### src/xcs_pkg.sv
package xcs_pkg;
	// register byte addresses on the control bus
	localparam logic [7:0] XCS_OFS_CTRL   = 8'h00;
	localparam logic [7:0] XCS_OFS_STAT   = 8'h04;
	localparam logic [7:0] XCS_OFS_MASK   = 8'h08;
	localparam logic [7:0] XCS_OFS_IOAPIC = 8'h0c;
	// control register fields
	localparam int XCS_B_RTC    = 0;
	localparam int XCS_B_KBD    = 1;
	localparam int XCS_B_BIOSWR = 2;
	localparam int XCS_B_MOUSE  = 4;
	localparam int XCS_B_FPU    = 5;
	localparam int XCS_B_LBIOS  = 6;
	localparam int XCS_B_XBIOS  = 7;
	localparam int XCS_B_IOAPIC = 8;
	localparam logic [15:0] XCS_CTRL_RST  = 16'h0003;
	localparam logic [15:0] XCS_CTRL_WMSK = 16'h01f7;
	// ioapic region default base, two locations 16 bytes apart
	localparam logic [31:0] XCS_IOAPIC_RST = 32'hfec0_0000;
	localparam logic [31:0] XCS_IOAPIC_STEP = 32'h0000_0010;
	// bios windows
	localparam logic [31:0] XCS_XBIOS_LO = 32'hfff8_0000;
	localparam logic [31:0] XCS_XBIOS_HI = 32'hfffd_ffff;
	localparam logic [31:0] XCS_LBIOS_LO = 32'h000e_0000;
	localparam logic [31:0] XCS_LBIOS_HI = 32'h000e_ffff;
	localparam logic [31:0] XCS_ABIOS_LO = 32'hfffe_0000;
	localparam logic [31:0] XCS_ABIOS_HI = 32'hfffe_ffff;
	// i/o ports
	localparam logic [15:0] XCS_KBD_P0 = 16'h0060;
	localparam logic [15:0] XCS_KBD_P1 = 16'h0064;
	localparam logic [15:0] XCS_RTC_LO = 16'h0070;
	localparam logic [15:0] XCS_RTC_HI = 16'h0077;
	localparam logic [3:0]  XCS_LA_TOP = 4'hf;
	// status bit positions
	localparam int XCS_ST_FPU  = 0;
	localparam int XCS_ST_DEC  = 1;
	localparam int XCS_ST_W    = 2;
	localparam logic [1:0] XCS_RESP_OK  = 2'b00;
	localparam logic [1:0] XCS_RESP_ERR = 2'b10;
	typedef enum logic [1:0] {XCS_CYC_MEMRD, XCS_CYC_MEMWR, XCS_CYC_IORD, XCS_CYC_IOWR} xcs_cyc_t;
endpackage

### src/xcs_sync.sv
`timescale 1ns/1ps
// two-flop synchroniser for pin inputs
module xcs_sync
	import xcs_pkg::*;
#(
	parameter int W = 1
) (
	input  wire logic         clk_i,
	input  wire logic         nrst_i,
	input  wire logic [W-1:0] d_i,
	output logic      [W-1:0] q_o
);
	typedef struct packed {
		logic [W-1:0] s1;
		logic [W-1:0] s2;
	} xcs_sync_t;
	xcs_sync_t st_r;
	xcs_sync_t st_nxt;

	// first stage feeds only the second
	always_comb begin
		st_nxt    = st_r;
		st_nxt.s1 = d_i;
		st_nxt.s2 = st_r.s1;
	end

	always_ff @(posedge clk_i or negedge nrst_i) begin
		if (!nrst_i) begin
			st_r <= '0;
		end else begin
			st_r <= st_nxt;
		end
	end

	assign q_o = st_r.s2;
endmodule

### src/xcs_axil.sv
`timescale 1ns/1ps
// axi4-lite slave: captures one write and one read, hands them to the register file
module xcs_axil
	import xcs_pkg::*;
(
	input  wire logic        clk_i,
	input  wire logic        nrst_i,
	input  wire logic [7:0]  s_awaddr_i,
	input  wire logic        s_awvalid_i,
	output logic             s_awready_o,
	input  wire logic [31:0] s_wdata_i,
	input  wire logic [3:0]  s_wstrb_i,
	input  wire logic        s_wvalid_i,
	output logic             s_wready_o,
	output logic [1:0]       s_bresp_o,
	output logic             s_bvalid_o,
	input  wire logic        s_bready_i,
	input  wire logic [7:0]  s_araddr_i,
	input  wire logic        s_arvalid_i,
	output logic             s_arready_o,
	output logic [31:0]      s_rdata_o,
	output logic [1:0]       s_rresp_o,
	output logic             s_rvalid_o,
	input  wire logic        s_rready_i,
	output logic             wr_o,
	output logic [7:0]       wr_addr_o,
	output logic [31:0]      wr_data_o,
	output logic [3:0]       wr_strb_o,
	input  wire logic        wr_ok_i,
	output logic             rd_o,
	output logic [7:0]       rd_addr_o,
	input  wire logic [31:0] rd_data_i,
	input  wire logic        rd_ok_i
);
	typedef struct packed {
		logic        aw_f;
		logic [7:0]  aw;
		logic        w_f;
		logic [31:0] wd;
		logic [3:0]  ws;
		logic        bv;
		logic [1:0]  br;
		logic        rv;
		logic [31:0] rd;
		logic [1:0]  rr;
	} xcs_axil_t;
	xcs_axil_t st_r;
	xcs_axil_t st_nxt;
	logic      do_wr;
	logic      do_rd;

	// write fires once both halves are held and no response is pending
	assign do_wr     = st_r.aw_f && st_r.w_f && !st_r.bv;
	assign do_rd     = s_arvalid_i && !st_r.rv;
	assign wr_o      = do_wr;
	assign wr_addr_o = st_r.aw;
	assign wr_data_o = st_r.wd;
	assign wr_strb_o = st_r.ws;
	assign rd_o      = do_rd;
	assign rd_addr_o = s_araddr_i;

	always_comb begin
		st_nxt = st_r;
		if (s_awvalid_i && !st_r.aw_f) begin
			st_nxt.aw_f = 1'b1;
			st_nxt.aw   = s_awaddr_i;
		end
		if (s_wvalid_i && !st_r.w_f) begin
			st_nxt.w_f = 1'b1;
			st_nxt.wd  = s_wdata_i;
			st_nxt.ws  = s_wstrb_i;
		end
		if (do_wr) begin
			st_nxt.aw_f = 1'b0;
			st_nxt.w_f  = 1'b0;
			st_nxt.bv   = 1'b1;
			st_nxt.br   = wr_ok_i ? XCS_RESP_OK : XCS_RESP_ERR;
		end
		if (st_r.bv && s_bready_i) begin
			st_nxt.bv = 1'b0;
		end
		if (st_r.rv && s_rready_i) begin
			st_nxt.rv = 1'b0;
		end
		if (do_rd) begin
			st_nxt.rv = 1'b1;
			st_nxt.rd = rd_data_i;
			st_nxt.rr = rd_ok_i ? XCS_RESP_OK : XCS_RESP_ERR;
		end
	end

	always_ff @(posedge clk_i or negedge nrst_i) begin
		if (!nrst_i) begin
			st_r <= '0;
		end else begin
			st_r <= st_nxt;
		end
	end

	assign s_awready_o = !st_r.aw_f;
	assign s_wready_o  = !st_r.w_f;
	assign s_bvalid_o  = st_r.bv;
	assign s_bresp_o   = st_r.br;
	assign s_arready_o = !st_r.rv;
	assign s_rvalid_o  = st_r.rv;
	assign s_rdata_o   = st_r.rd;
	assign s_rresp_o   = st_r.rr;
endmodule

### src/xcs_decoder.sv
`timescale 1ns/1ps
module xcs_decoder
	import xcs_pkg::*;
(
	input  wire logic        clk_i,
	input  wire logic        nrst_i,
	input  wire logic [7:0]  s_awaddr_i,
	input  wire logic        s_awvalid_i,
	output logic             s_awready_o,
	input  wire logic [31:0] s_wdata_i,
	input  wire logic [3:0]  s_wstrb_i,
	input  wire logic        s_wvalid_i,
	output logic             s_wready_o,
	output logic [1:0]       s_bresp_o,
	output logic             s_bvalid_o,
	input  wire logic        s_bready_i,
	input  wire logic [7:0]  s_araddr_i,
	input  wire logic        s_arvalid_i,
	output logic             s_arready_o,
	output logic [31:0]      s_rdata_o,
	output logic [1:0]       s_rresp_o,
	output logic             s_rvalid_o,
	input  wire logic        s_rready_i,
	input  wire logic        cyc_valid_i,
	input  wire logic        cyc_isa_i,
	input  wire logic [1:0]  cyc_type_i,
	input  wire logic [31:0] cyc_addr_i,
	input  wire logic        fpu_error_in_n_i,
	input  wire logic        irq12_in_i,
	input  wire logic        mouse_irq_i,
	input  wire logic        shared_a_in_n_i,
	input  wire logic        pci_reset_req_i,
	input  wire logic        ioapic_ack_req_i,
	output logic             ioapic_chip_select_n_o,
	output logic             bios_chip_select_n_o,
	output logic             keyboard_ctrl_select_n_o,
	output logic             rtc_chip_select_n_o,
	output logic             rtc_address_latch_o,
	output logic             xbus_output_enable_n_o,
	output logic             isa_forward_o,
	output logic [3:0]       isa_la_top_o,
	output logic             la_top_force_o,
	output logic             irq13_o,
	output logic             ignore_numeric_error_out_n_o,
	output logic             mouse_interrupt_line_o,
	output logic             test_input_n_o,
	output logic             ioapic_request_n_o,
	output logic             shared_b_out_n_o,
	output logic             irq_o
);
	typedef struct packed {
		logic [15:0] ctrl;
		logic [31:0] apic_base;
		logic [2:0]  stat;
		logic [2:0]  mask;
		logic        ioapic_cs;
		logic        bios_cs;
		logic        kbd_cs;
		logic        rtc_cs;
		logic        rtc_ale;
		logic        xoe;
		logic        fwd;
		logic        la_force;
		logic [3:0]  la_top;
		logic        irq13;
		logic        ign_n;
		logic        irq12;
		logic        test_n;
		logic        req_n;
		logic        b_n;
		logic        irq;
	} xcs_st_t;
	xcs_st_t     st_r;
	xcs_st_t     st_nxt;
	logic        wr;
	logic [7:0]  wr_addr;
	logic [31:0] wr_data;
	logic [3:0]  wr_strb;
	logic        rd;
	logic [7:0]  rd_addr;
	logic [31:0] rd_data;
	logic        rd_ok;
	logic        wr_ok;
	logic        fpu_err;
	logic        shared_a_n;

	// address window test used by the bios window decodes and the rtc port decode
	function automatic logic in_rng(input logic [31:0] a, input logic [31:0] lo, input logic [31:0] hi);
		in_rng = (a >= lo) && (a <= hi);
	endfunction

	xcs_axil u_bus (
		.clk_i       (clk_i),
		.nrst_i      (nrst_i),
		.s_awaddr_i  (s_awaddr_i),
		.s_awvalid_i (s_awvalid_i),
		.s_awready_o (s_awready_o),
		.s_wdata_i   (s_wdata_i),
		.s_wstrb_i   (s_wstrb_i),
		.s_wvalid_i  (s_wvalid_i),
		.s_wready_o  (s_wready_o),
		.s_bresp_o   (s_bresp_o),
		.s_bvalid_o  (s_bvalid_o),
		.s_bready_i  (s_bready_i),
		.s_araddr_i  (s_araddr_i),
		.s_arvalid_i (s_arvalid_i),
		.s_arready_o (s_arready_o),
		.s_rdata_o   (s_rdata_o),
		.s_rresp_o   (s_rresp_o),
		.s_rvalid_o  (s_rvalid_o),
		.s_rready_i  (s_rready_i),
		.wr_o        (wr),
		.wr_addr_o   (wr_addr),
		.wr_data_o   (wr_data),
		.wr_strb_o   (wr_strb),
		.wr_ok_i     (wr_ok),
		.rd_o        (rd),
		.rd_addr_o   (rd_addr),
		.rd_data_i   (rd_data),
		.rd_ok_i     (rd_ok)
	);

	// coprocessor error and shared a pin inputs pass two flops
	xcs_sync #(.W(2)) u_sync (
		.clk_i  (clk_i),
		.nrst_i (nrst_i),
		.d_i    ({~fpu_error_in_n_i, shared_a_in_n_i}),
		.q_o    ({fpu_err, shared_a_n})
	);

	assign wr_ok = (wr_addr == XCS_OFS_CTRL) || (wr_addr == XCS_OFS_STAT) ||
		(wr_addr == XCS_OFS_MASK) || (wr_addr == XCS_OFS_IOAPIC);

	// register read mux
	always_comb begin
		rd_ok   = 1'b1;
		rd_data = 32'h0000_0000;
		case (rd_addr)
			XCS_OFS_CTRL:   rd_data = {16'h0000, st_r.ctrl};
			XCS_OFS_STAT:   rd_data = {29'h0000_0000, st_r.stat};
			XCS_OFS_MASK:   rd_data = {29'h0000_0000, st_r.mask};
			XCS_OFS_IOAPIC: rd_data = st_r.apic_base;
			default:        rd_ok   = 1'b0;
		endcase
	end

	// decode and register update
	always_comb begin
		logic       pci;
		logic       mem;
		logic       wrc;
		logic       hit_apic;
		logic       hit_xb;
		logic       hit_lb;
		logic       hit_ab;
		logic       bios;
		logic       kbd;
		logic       rtc;
		logic [2:0] ev;
		logic [15:0] cm;
		pci      = cyc_valid_i && !cyc_isa_i;
		mem      = (cyc_type_i == XCS_CYC_MEMRD) || (cyc_type_i == XCS_CYC_MEMWR);
		wrc      = (cyc_type_i == XCS_CYC_MEMWR) || (cyc_type_i == XCS_CYC_IOWR);
		hit_apic = pci && mem && st_r.ctrl[XCS_B_IOAPIC] && ((cyc_addr_i == st_r.apic_base) ||
			(cyc_addr_i == st_r.apic_base + XCS_IOAPIC_STEP));
		hit_xb   = pci && mem && st_r.ctrl[XCS_B_XBIOS] &&
			in_rng(cyc_addr_i, XCS_XBIOS_LO, XCS_XBIOS_HI);
		hit_lb   = cyc_valid_i && mem && st_r.ctrl[XCS_B_LBIOS] &&
			in_rng(cyc_addr_i, XCS_LBIOS_LO, XCS_LBIOS_HI);
		hit_ab   = cyc_valid_i && mem && st_r.ctrl[XCS_B_LBIOS] &&
			in_rng(cyc_addr_i, XCS_ABIOS_LO, XCS_ABIOS_HI);
		bios     = (hit_xb || hit_lb || hit_ab) && (st_r.ctrl[XCS_B_BIOSWR] || !wrc);
		kbd      = cyc_valid_i && !mem && st_r.ctrl[XCS_B_KBD] &&
			((cyc_addr_i[15:0] == XCS_KBD_P0) || (cyc_addr_i[15:0] == XCS_KBD_P1)) &&
			(cyc_addr_i[31:16] == 16'h0000);
		rtc      = cyc_valid_i && !mem && st_r.ctrl[XCS_B_RTC] && (cyc_addr_i[31:16] == 16'h0000) &&
			in_rng({16'h0000, cyc_addr_i[15:0]}, {16'h0000, XCS_RTC_LO}, {16'h0000, XCS_RTC_HI});
		st_nxt           = st_r;
		st_nxt.ioapic_cs = hit_apic;
		st_nxt.bios_cs   = bios;
		st_nxt.kbd_cs    = kbd;
		st_nxt.rtc_cs    = rtc;
		st_nxt.rtc_ale   = rtc;
		st_nxt.xoe       = hit_apic || bios || kbd || rtc;
		st_nxt.fwd       = hit_apic || (pci && (hit_xb || hit_ab));
		st_nxt.la_force  = pci && (hit_xb || hit_ab);
		st_nxt.la_top    = (pci && (hit_xb || hit_ab)) ? XCS_LA_TOP : 4'h0;
		st_nxt.irq13     = st_r.ctrl[XCS_B_FPU] && fpu_err;
		st_nxt.ign_n     = !(st_r.ctrl[XCS_B_FPU] && fpu_err);
		st_nxt.irq12     = st_r.ctrl[XCS_B_MOUSE] ? mouse_irq_i : irq12_in_i;
		st_nxt.test_n    = st_r.ctrl[XCS_B_IOAPIC] ? 1'b1 : shared_a_n;
		st_nxt.req_n     = st_r.ctrl[XCS_B_IOAPIC] ? shared_a_n : 1'b1;
		st_nxt.b_n       = st_r.ctrl[XCS_B_IOAPIC] ? !ioapic_ack_req_i : !pci_reset_req_i;
		ev               = {wr && !wr_ok, hit_apic || bios || kbd || rtc, fpu_err && st_r.ctrl[XCS_B_FPU]};
		cm               = {{8{wr_strb[1]}}, {8{wr_strb[0]}}} & XCS_CTRL_WMSK;
		if (wr && wr_addr == XCS_OFS_CTRL) begin
			st_nxt.ctrl = (st_r.ctrl & ~cm) | (wr_data[15:0] & cm);
		end
		if (wr && wr_addr == XCS_OFS_MASK && wr_strb[0]) begin
			st_nxt.mask = wr_data[2:0];
		end
		if (wr && wr_addr == XCS_OFS_IOAPIC) begin
			for (int i = 0; i < 4; i++) begin
				if (wr_strb[i]) begin
					st_nxt.apic_base[i*8 +: 8] = wr_data[i*8 +: 8];
				end
			end
		end
		// write-one-to-clear, a new event wins
		if (wr && wr_addr == XCS_OFS_STAT && wr_strb[0]) begin
			st_nxt.stat = st_r.stat & ~wr_data[2:0];
		end
		st_nxt.stat = st_nxt.stat | ev;
		st_nxt.irq  = |(st_nxt.stat & st_nxt.mask);
	end

	always_ff @(posedge clk_i or negedge nrst_i) begin
		if (!nrst_i) begin
			st_r           <= '0;
			st_r.ctrl      <= XCS_CTRL_RST;
			st_r.apic_base <= XCS_IOAPIC_RST;
			st_r.ign_n     <= 1'b1;
			st_r.test_n    <= 1'b1;
			st_r.req_n     <= 1'b1;
			st_r.b_n       <= 1'b1;
		end else begin
			st_r <= st_nxt;
		end
	end

	// active-low selects come straight from state flops
	assign ioapic_chip_select_n_o       = !st_r.ioapic_cs;
	assign bios_chip_select_n_o         = !st_r.bios_cs;
	assign keyboard_ctrl_select_n_o     = !st_r.kbd_cs;
	assign rtc_chip_select_n_o          = !st_r.rtc_cs;
	assign rtc_address_latch_o          = st_r.rtc_ale;
	assign xbus_output_enable_n_o       = !st_r.xoe;
	assign isa_forward_o                = st_r.fwd;
	assign isa_la_top_o                 = st_r.la_top;
	assign la_top_force_o               = st_r.la_force;
	assign irq13_o                      = st_r.irq13;
	assign ignore_numeric_error_out_n_o = st_r.ign_n;
	assign mouse_interrupt_line_o       = st_r.irq12;
	assign test_input_n_o               = st_r.test_n;
	assign ioapic_request_n_o           = st_r.req_n;
	assign shared_b_out_n_o             = st_r.b_n;
	assign irq_o                        = st_r.irq;

	property p_isa_no_apic;
		@(posedge clk_i) disable iff (!nrst_i)
		(cyc_valid_i && cyc_isa_i) |=> ioapic_chip_select_n_o;
	endproperty
	a_isa_no_apic: assert property (p_isa_no_apic) else $error("ioapic select on isa cycle");

	property p_apic_off;
		@(posedge clk_i) disable iff (!nrst_i)
		!st_r.ctrl[XCS_B_IOAPIC] |=> ioapic_chip_select_n_o;
	endproperty
	a_apic_off: assert property (p_apic_off) else $error("ioapic select while disabled");

	property p_apic_hit;
		@(posedge clk_i) disable iff (!nrst_i)
		(cyc_valid_i && !cyc_isa_i && cyc_type_i == XCS_CYC_MEMRD && st_r.ctrl[XCS_B_IOAPIC] &&
			cyc_addr_i == st_r.apic_base) |=> (!ioapic_chip_select_n_o && !xbus_output_enable_n_o && isa_forward_o);
	endproperty
	a_apic_hit: assert property (p_apic_hit) else $error("ioapic hit missed");

	property p_xoe_needs_cs;
		@(posedge clk_i) disable iff (!nrst_i)
		!xbus_output_enable_n_o |-> (!ioapic_chip_select_n_o || !bios_chip_select_n_o ||
			!keyboard_ctrl_select_n_o || !rtc_chip_select_n_o);
	endproperty
	a_xoe_needs_cs: assert property (p_xoe_needs_cs) else $error("output enable without select");

	property p_bios_wp;
		@(posedge clk_i) disable iff (!nrst_i)
		(cyc_valid_i && cyc_type_i == XCS_CYC_MEMWR && !st_r.ctrl[XCS_B_BIOSWR]) |=> bios_chip_select_n_o;
	endproperty
	a_bios_wp: assert property (p_bios_wp) else $error("bios select on protected write");

	property p_la_top;
		@(posedge clk_i) disable iff (!nrst_i)
		la_top_force_o |-> (isa_la_top_o == 4'hf && isa_forward_o);
	endproperty
	a_la_top: assert property (p_la_top) else $error("upper latched address not all ones");

	property p_rtc;
		@(posedge clk_i) disable iff (!nrst_i)
		(cyc_valid_i && cyc_type_i == XCS_CYC_IORD && cyc_addr_i == 32'h0000_0077 && st_r.ctrl[XCS_B_RTC])
			|=> (!rtc_chip_select_n_o && rtc_address_latch_o && !xbus_output_enable_n_o);
	endproperty
	a_rtc: assert property (p_rtc) else $error("rtc decode missed");

	property p_kbd_off;
		@(posedge clk_i) disable iff (!nrst_i)
		!st_r.ctrl[XCS_B_KBD] |=> keyboard_ctrl_select_n_o;
	endproperty
	a_kbd_off: assert property (p_kbd_off) else $error("keyboard select while disabled");

	property p_fpu;
		@(posedge clk_i) disable iff (!nrst_i)
		(fpu_err && st_r.ctrl[XCS_B_FPU]) |=> (irq13_o && !ignore_numeric_error_out_n_o);
	endproperty
	a_fpu: assert property (p_fpu) else $error("fpu error not forwarded");

	property p_rsvd;
		@(posedge clk_i) disable iff (!nrst_i)
		(st_r.ctrl[15:9] == 7'h00) && !st_r.ctrl[3];
	endproperty
	a_rsvd: assert property (p_rsvd) else $error("reserved control bit set");

	property p_xbios_off;
		@(posedge clk_i) disable iff (!nrst_i)
		(cyc_valid_i && !st_r.ctrl[XCS_B_XBIOS] && in_rng(cyc_addr_i, XCS_XBIOS_LO, XCS_XBIOS_HI))
			|=> bios_chip_select_n_o;
	endproperty
	a_xbios_off: assert property (p_xbios_off) else $error("extended bios select while disabled");

	property p_lbios_off;
		@(posedge clk_i) disable iff (!nrst_i)
		(cyc_valid_i && !st_r.ctrl[XCS_B_LBIOS] && !st_r.ctrl[XCS_B_IOAPIC] &&
			(in_rng(cyc_addr_i, XCS_LBIOS_LO, XCS_LBIOS_HI) || in_rng(cyc_addr_i, XCS_ABIOS_LO, XCS_ABIOS_HI)))
			|=> (bios_chip_select_n_o && !isa_forward_o);
	endproperty
	a_lbios_off: assert property (p_lbios_off) else $error("lower bios selected or forwarded while disabled");

	property p_kbd_hit;
		@(posedge clk_i) disable iff (!nrst_i)
		(cyc_valid_i && cyc_type_i == XCS_CYC_IORD && cyc_addr_i == {16'h0000, XCS_KBD_P0} && st_r.ctrl[XCS_B_KBD])
			|=> (!keyboard_ctrl_select_n_o && !xbus_output_enable_n_o);
	endproperty
	a_kbd_hit: assert property (p_kbd_hit) else $error("keyboard decode missed");
endmodule

### config.mk
export PLATFORM = sky130hd
export DESIGN_NAME = xcs_decoder
export DESIGN_NICKNAME = d
export VERILOG_FILES = /design/src/xcs_pkg.sv /design/src/xcs_sync.sv /design/src/xcs_axil.sv /design/src/xcs_decoder.sv
export SDC_FILE = /design/constraint.sdc
export NUM_CORES = 1
export LEC_CHECK = 0
export BUFFER_PORTS_ARGS = -buffer_cell sky130_fd_sc_hd__buf_2
export CORE_MARGIN = 2
export CORE_UTILIZATION = 40
export DETAILED_ROUTE_END_ITERATION = 8
export PLACE_DENSITY = 0.59
export SLEW_MARGIN = 20
export SYNTH_ARGS = -nofsm -noshare
export SYNTH_HDL_FRONTEND = slang
export SYNTH_SLANG_ARGS = --single-unit
### constraint.sdc
create_clock -name clk_i -period 3.4 [get_ports clk_i]
set_input_delay 0.68 -clock clk_i [delete_from_list [all_inputs] [get_ports clk_i]]
set_output_delay 0.68 -clock clk_i [all_outputs]
set_load 0.05 [all_outputs]
# Yosys cells after proc, flatten, opt, wreduce, memory -nomap -nowiden
# Cells that the tools add are included.
word_totals:
  elab_cells: 166
  reg_bits: 160
  out_inout_bits: 60
op_classes:
  eq_ne: 12
  add_sub_neg: 1
  n_lt_le_gt_ge: 8
  bitwise_logic: 9
  muxes: 19
  n_reduce_logical: 83
ops:
  columns: ["operator", "n"]
  rows:
  - ["$pmux 32 s4", 1]
  - ["$eq 32x32->1", 2]
  - ["$ge 32x32->1 const B", 2]
  - ["$le 32x32->1 const B", 2]
  - ["$logic_and 1x1->1", 38]
  - ["$mux 37", 1]
  - ["$mux 35", 1]
  - ["$add 32x5->32 const B", 1]
  - ["$eq 16x7->1 const B", 2]
  - ["$eq 8x4->1 const B", 4]
  - ["$ge 32x20->1 const B", 1]
  - ["$le 32x20->1 const B", 1]
  - ["$and 16x16->16", 1]
  - ["$and 16x9->16", 1]
  - ["$eq 8x3->1 const B", 2]
  - ["$ge 16x7->1 const B", 1]
  - ["$le 16x7->1 const B", 1]
  - ["$logic_not 1->1", 16]
  - ["$logic_not 16->1", 1]
  - ["$logic_not 8->1", 2]
  - ["$not 9->16", 1]
  - ["$or 16x16->16", 1]
  - ["$logic_or 1x1->1", 15]
  - ["$mux 1", 9]
  - ["15 further kinds", 25]

# Logic depth before layout (Yosys ltp)
# Gate-level depths: netlist (run 1).
logic_depth:
  ltp_word: 14
  mapped_depth: 9

# Cells and area by module
# A second synthesis (run 1) with hierarchy kept.
hier_totals:
  cells_unflattened: 720
  hier_area_um2: 8335.5
modules_own_cells:
  columns: ["module", "area_each_um2", "cells_each", "instances", "seq_area_each_um2"]
  rows:
  - ["xcs_decoder", 4225.3, 443, 1, 1520.2]
  - ["xcs_axil", 4010.1, 273, 1, 2052.0]
  - ["xcs_sync", 100.1, 4, 1, 100.1]

# Least setup slack after synthesis (run 1)
# Ideal clock, no wire load.
synth_path:
  kind: "register to register"
  startpoint: "register st_r[48] (netlist name)"
  endpoint: "register st_r (netlist bit irq_o)"
  arrival_ns: 2.270
  path_stages_with_launch: 8
  setup_slack_ns: 1.048
  setup_time_ns: 0.082
  period_less_slack_ns: 2.352
  required_time_ns: 3.318
  cell_sequence: "dfstp_2 > nand4_1 > or4_4 > or3_1 > a211o_1 > a32oi_2 > nand4_1 > a31oi_1"
synth_rtl:
  columns: ["item", "line_no", "rtl"]
  rows:
  - ["start: declaration", "xcs_decoder.sv:73", "xcs_st_t st_r;"]
  - ["start signal: assignment", "xcs_decoder.sv:227", "st_r <= st_nxt;"]

==> flow_metrics.env, run 1 <==
export IMPL_result_of_the_run="completed"
export IMPL_critPathLaunchType="flip-flop"
export IMPL_fin_skew_ps=9.35
export IMPL_boundaryPins=161
export IMPL_share_of_yosys_cell_area_claimed_by_the_top_area_cell_type_pct=44.7
export IMPL_n_antenna_cell=0
export IMPL_total_net_switching_power_w=0.00168
export IMPL_final_net_count=869
export IMPL_cts_root_buf="clkbuf_16"
export IMPL_rsz0062_at_grt="false"
export IMPL_syn_area_um2=7340
export IMPL_place_detailed_instances=977
export IMPL_worst_setup_hold_path_clk_slew_ps=60
export IMPL_critical_path_cell_chain="and4_1, nand4_2, or4b_2, a2111oi_0, nand4_1, a31oi_1"
export IMPL_finalSetupViolCount=0
export IMPL_area_growth_syn_to_fin_pct=18.6
export IMPL_critPathRequiredTime_ps=3740
export IMPL_synthDistinctLibCells=62
export IMPL_grt_first_pass_wirelength_mm=31.8
export IMPL_cap_violations=0
export IMPL_rrSetupSlack_ps=380
export IMPL_ys_flop_type="dfrtp_1"
export IMPL_synth_edff_count=0
export IMPL_post_layout_nonfiller_instances=1009
export IMPL_cts_buffers_inserted=17
export IMPL_clk_insertion_delay_late_ps=420
export IMPL_upper_clock_frequency_limit_mhz=331
export IMPL_io_buffers=158
export IMPL_slowest_stage="a2111oi_0"
export IMPL_pwr_share_seq_pct=44.3
export IMPL_ys_ff_latch=146
export IMPL_floorplan_initialDensity_pct=40.8
export IMPL_drt_wl_total_mm=20.2
export IMPL_cts_hold_buffers=0
export IMPL_drc_violation_total_after_the_first_tritonroute_iteration=382
export IMPL_power_density_nw_per_um2=646
export IMPL_design_core_area_um2=18000
export IMPL_cts_setup_buffers=0
export IMPL_period_needed_ps=3020
export IMPL_tns_ps=0
export IMPL_grt_overflow=0
export IMPL_timing_critical_path_to_type="flip-flop"
export IMPL_cts_resized_gates=0
export IMPL_num_rows=49
export IMPL_gp_congestion=0.912
export IMPL_groute_usage_overall_pct=21.3
export IMPL_clock_power_share_pct=36.6
export IMPL_dp_hpwl_mm=15.6
export IMPL_critical_path_endpoint="irq_o"
export IMPL_worst_setup_path_type="flip-flop to flip-flop"
export IMPL_avgViaCountPerCell=5.52
export IMPL_die_height_um=139
export IMPL_layout_worst_path_cycle_share_pct=88.9
export IMPL_via_count=5568
export IMPL_ir_worst_vdd_v=0.000430
export IMPL_htree_levels=4
export IMPL_clockBufferDepth=2
export IMPL_critical_path_max_fanout=11
export IMPL_wire_per_inst_um=20.1
export IMPL_comb_power_share_pct=19.1
export IMPL_p_int_w=0.00395
export IMPL_max_stage_delay_ps=690
export IMPL_worst_ep_arrival_time_ps=3360
export IMPL_min_path_type="input port to async pin"
export IMPL_die_area_um2=19400
export IMPL_finalMaxSlewViolations=0
export IMPL_post_route_cells_drive_above_1_share_pct=39.6
export IMPL_post_synth_cell_area_avg_um2=11.3
export IMPL_report_final_hold_viol_count=0
export IMPL_synth_largest_area_cell="dfrtp_1"
export IMPL_grt_antenna_before_repair=0
export IMPL_die_x_um=139
export IMPL_slew_headroom_pct=45.1
export IMPL_static_leakage_power_nw=4.00
export IMPL_cp_startpoint="st_r[31]"
export IMPL_rr_endpoint="irq_o"
export IMPL_cts_tree="done"
export IMPL_number_of_warning_messages_in_the_yosys_log=0
export IMPL_synth_cells=652
export IMPL_cts_sinks=146
export IMPL_grt_start_max_net_pins=82
export IMPL_remaining_drc_errors=0
export IMPL_power_switching_share_pct=29.8
export IMPL_drtAntennaViolNets=0
export IMPL_worstMarginPinSlew_ps=821
export IMPL_post_synthesis_sequential_area_ratio_pct=50.1
export IMPL_rr_worst_depth=6
export IMPL_first_global_vias=5684
export IMPL_leading_cell_types_by_total_area_after_synthesis="dfrtp_1 45%, mux2_2 13%, dfstp_2 5.4%, buf_4 4.2%, a22o_1 3.3%"
export IMPL_firstDrtPassIters=5
export IMPL_regToRegStartpoint="st_r[31]"
export IMPL_synth_async_sr_flop_share_pct=100
[worst max-delay path, delay by kind of cell, from the launching register on]
kind / cells / cell delay, ps
flops: 1 / 520
simple gates: 4 / 1540
compound gates: 2 / 880
[Yosys cell counts, types with 3 or more instances]
| cell type | n |
|---|---|
| a22o_1 | 28 |
| buf_2 | 7 |
| xnor2_1 | 18 |
| dfstp_2 | 15 |
| inv_1 | 23 |
| nor3b_1 | 3 |
| mux4_2 | 3 |
| nor4_1 | 14 |
| mux2_2 | 84 |
| o21ai_0 | 17 |
| nand3_1 | 15 |
| nor3_1 | 15 |
| nor2b_1 | 7 |
| nor2_1 | 26 |
| or4_1 | 3 |
| o31ai_1 | 5 |
| xor2_1 | 22 |
| a21oi_1 | 8 |
| and3_1 | 6 |
| clkbuf_1 | 17 |
| nand2b_1 | 6 |
| nand4_1 | 21 |
| o211ai_1 | 3 |
| a22oi_1 | 6 |
| dfrtp_1 | 131 |
| and2_1 | 3 |
| nand2_1 | 44 |
| nor4b_1 | 6 |
| and4_1 | 5 |
| buf_4 | 41 |
| o41ai_1 | 3 |
[cell usage in the layout, fill, tap and decap left out, types with 5 or more instances in the layout]
cell and n:
buf_2 157, nor2b_1 6, a21oi_1 8, dfrtp_1 131
clkbuf_16 17, nand2_1 44, nand4_1 21, xor2_1 22
a22oi_1 6, nor4_1 14, bufinv_16 5, buf_4 6
dfstp_2 15, nor3_1 15, nand3_1 15, nand2b_1 6
mux2_2 84, o21ai_0 17, a22o_1 28, and4_1 5
nor2_1 26, xnor2_1 18, nor4b_1 6, inv_1 23
and3_1 6, o31ai_1 5
[cells by family (layout without fill, tap and decap cells)]
| kind of cell | Yosys count | in the layout | synth area share (%) |
|---|---|---|---|
| fa+ha+maj | 1 | 1 | 0.171 |
| other cells | 1 | 2 | 0.0511 |
| compound gates | 92 | 92 | 9.36 |
| mux | 89 | 89 | 14.1 |
| buf+inv | 93 | 220 | 7.11 |
| xor+xnor | 40 | 40 | 4.77 |
| flops | 146 | 146 | 50.1 |
| simple gates | 190 | 190 | 14.4 |
[layer usage]
layer  wire [µm]  vias to the layer above  part of all wire [%]  global-route usage [%]
met5           0                        -                     0                       0
met4         395                        0                   2.0                    6.91
met3        1230                       30                   6.1                    5.47
met2        9150                      195                    45                    32.4
met1        9470                     2793                    47                    30.0
li1            -                     2550                     -                       -
[state kept, by name (all words and copies together) (netlist names), named ones only]
signal and count:
u_bus.s_bresp_o 1, mouse_interrupt_line_o 1, isa_forward_o 1, shared_b_out_n_o 1, u_bus.s_rdata_o 32, rtc_address_latch_o 1, u_bus.s_rvalid_o 1, test_input_n_o 1
u_bus.s_rresp_o 1, irq_o 1, irq13_o 1, ignore_numeric_error_out_n_o 1, u_sync.q_o 2, u_bus.s_bvalid_o 1, u_sync.st_nxt 2, u_bus.wr_strb_o 4
u_bus.wr_addr_o 8, u_bus.wr_data_o 32, ioapic_request_n_o 1, u_bus.st_r 2, st_r 42, isa_la_top_o 1
[cell type report]
type | count | area, µm²
Fill cell | 1689 | 9260
Sequential cell | 146 | 3670
Multi-Input combinational cell | 414 | 3150
Timing Repair Buffer | 165 | 862
Clock buffer | 20 | 437
Tap cell | 229 | 287
Clock inverter | 12 | 206
Inverter | 23 | 86.3
[through the flow]
step	instance area [µm²]	total power [W]	hold slack (ps)	utilization, %	setup slack (ps)
after floorplan	7340	0.00317	331	-	1050
after global placement	8060	0.00356	334	44.9	395
after detailed placement	8060	0.00360	341	44.9	430
after CTS	8700	0.00568	243	48.5	405
after global routing	8700	0.00590	272	48.5	213
final	8700	0.00562	224	48.5	377
[worst min path at each step]
stage                                 from                 end  slack [ps]  depth (start not counted)
after floorplan           u_sync.st_nxt[0]       u_sync.q_o[0]         330                          0
after global placement    u_sync.st_nxt[0]       u_sync.q_o[0]         330                          0
after detailed placement  u_sync.st_nxt[1]       u_sync.q_o[1]         340                          0
after CTS                           nrst_i  u_bus.wr_addr_o[6]         240                          1
after global routing                nrst_i  u_bus.wr_addr_o[6]         270                          1
final                               nrst_i  u_bus.wr_addr_o[6]         220                          1
[power by group through the flow]
stage	Combinational [W]	Clock (W)	Sequential [W]
floorplan	0.000769	0	0.00240
global placement	0.00106	0	0.00250
detailed placement	0.00109	0	0.00252
CTS	0.00109	0.00210	0.00249
global route	0.00118	0.00217	0.00255
finish	0.00108	0.00206	0.00249
(Power assumes the default switching activity.)
==> run 2, diff against run 1 <==
Settings changed: CORE_MARGIN 2 to default.
==> flow_metrics.env, run 2 (same netlist as run 1, synthesis figures left out) <==
export IMPL_result_of_the_run="completed"
export IMPL_htree_levels=4
export IMPL_design_core_area_um2=18000
export IMPL_finalMaxSlewViolations=0
export IMPL_power_density_nw_per_um2=639
export IMPL_report_final_hold_viol_count=0
export IMPL_floorplan_initialDensity_pct=40.8
export IMPL_grt_antenna_before_repair=1
export IMPL_final_net_count=869
export IMPL_area_growth_syn_to_fin_pct=18.3
export IMPL_largest_register_ffs=42
export IMPL_groute_usage_overall_pct=22.8
export IMPL_dp_hpwl_mm=15.9
export IMPL_firstDrtPassIters=6
export IMPL_boundaryPins=161
export IMPL_rsz0062_at_grt="false"
export IMPL_final_util_pct=48.3
export IMPL_grt_start_max_net_pins=65
export IMPL_grt_overflow=0
export IMPL_static_leakage_power_nw=3.99
export IMPL_worst_setup_hold_path_clk_slew_ps=60
export IMPL_period_needed_ps=2940
export IMPL_largest_register="st_r"
export IMPL_first_global_vias=5467
export IMPL_pre_cts_slack_ps=446
export IMPL_drtAntennaViolNets=0
export IMPL_n_antenna_cell=0
export IMPL_drt_wl_total_mm=20.6
export IMPL_cts_setup_buffers=0
export IMPL_fin_skew_ps=7.48
export IMPL_remaining_drc_errors=0
export IMPL_worst_ep_arrival_time_ps=3280
export IMPL_drc_violation_total_after_the_first_tritonroute_iteration=449
export IMPL_ir_worst_vdd_v=0.000501
export IMPL_cts_root_buf="clkbuf_16"
export IMPL_worst_slack_ps=456
export IMPL_worst_setup_path_type="flip-flop to flip-flop"
export IMPL_layout_cells_most_common_list="157 x buf_2, 131 x dfrtp_1, 84 x mux2_2"
export IMPL_worstMarginPinSlew_ps=889
export IMPL_critPathLaunchType="flip-flop"
export IMPL_tns_ps=0
export IMPL_cts_hold_buffers=0
export IMPL_die_area_um2=18900
export IMPL_finalSetupViolCount=0
export IMPL_critPathRequiredTime_ps=3740
export IMPL_min_path_type="input port to async pin"
export IMPL_cts_resized_gates=0
export IMPL_upper_clock_frequency_limit_mhz=340
export IMPL_cts_tree="done"
export IMPL_die_x_um=137
export IMPL_clk_insertion_delay_late_ps=430
export IMPL_critical_path_max_fanout=7
export IMPL_wire_per_inst_um=20.4
export IMPL_clockBufferDepth=2
export IMPL_slew_headroom_pct=40.5
export IMPL_timing_critical_path_to_type="flip-flop"
export IMPL_post_route_cells_drive_above_1_share_pct=40.0
export IMPL_gp_congestion=0.928
export IMPL_num_rows=49
export IMPL_cts_buffers_inserted=17
export IMPL_io_buffers=158
export IMPL_die_height_um=137
export IMPL_cts_sinks=146
export IMPL_avgViaCountPerCell=5.56
export IMPL_grt_first_pass_wirelength_mm=31.4
export IMPL_cap_violations=0
export IMPL_layout_worst_path_cycle_share_pct=86.6
export IMPL_via_count=5614
export IMPL_layout_cells_most_common="buf_2"
export IMPL_fillCellCount=1733
-- run 2: critical path, stage by stage, from the launching register on --
cell and delay, ps:
dfrtp_1 500, ha_1 290, nand3_1 170, nor2_1 340, xnor2_1 100, or4_1 460, a2111oi_0 510, nand4_1 260
o21ai_0 230
-- run 2: worst paths after layout --
path | start | to | slack, ps | cells past startpoint
max in group asynchronous | nrst_i | ignore_numeric_error_out_n_o | 2360 | 2
max reg2reg | st_r[29] | st_r[23] | 460 | 8
min | nrst_i | u_bus.s_rdata_o[29] | 180 | 1
min in group clk_i | u_sync.st_nxt[1] | u_sync.q_o[1] | 350 | 0
max | st_r[29] | st_r[23] | 460 | 8
min reg2reg | u_sync.st_nxt[1] | u_sync.q_o[1] | 350 | 0
-- run 2: final cells by class --
cell class,instances,area [µm²],area share (%)
well taps,229,287,3.30
clock inverters,14,179,2.06
multi-input cells,414,3150,36.3
clock buffers,18,439,5.06
repair buffers,165,862,9.93
flip-flops and latches,146,3670,42.3
inverters,23,86.3,0.995
-- run 2: power breakdown --
group,switching (W),leakage (nW),internal (W)
sequential,0.000365,1.85,0.00213
combinational,0.000577,1.85,0.000501
clock,0.000785,0.299,0.00118
-- run 2: routing by layer --
metal | track usage [%] | vias up | wire length (µm)
li1 | - | 2555 | -
met1 | 32.4 | 2816 | 9490
met2 | 34.7 | 217 | 9490
met3 | 4.30 | 26 | 1260
met4 | 7.81 | 0 | 380
met5 | 0 | - | 0
-- run 2: through the flow --
step	total power (W)	cells	hold WS, ps	instance area, µm²
3_3_place_gp	0.00357	977	334	8060
4_1_cts	0.00559	1009	196	8680
6_report	0.00555	1009	182	8680
3_5_place_dp	0.00361	977	338	8060
2_1_floorplan	0.00317	653	331	7340
5_1_grt	0.00581	1009	222	8680
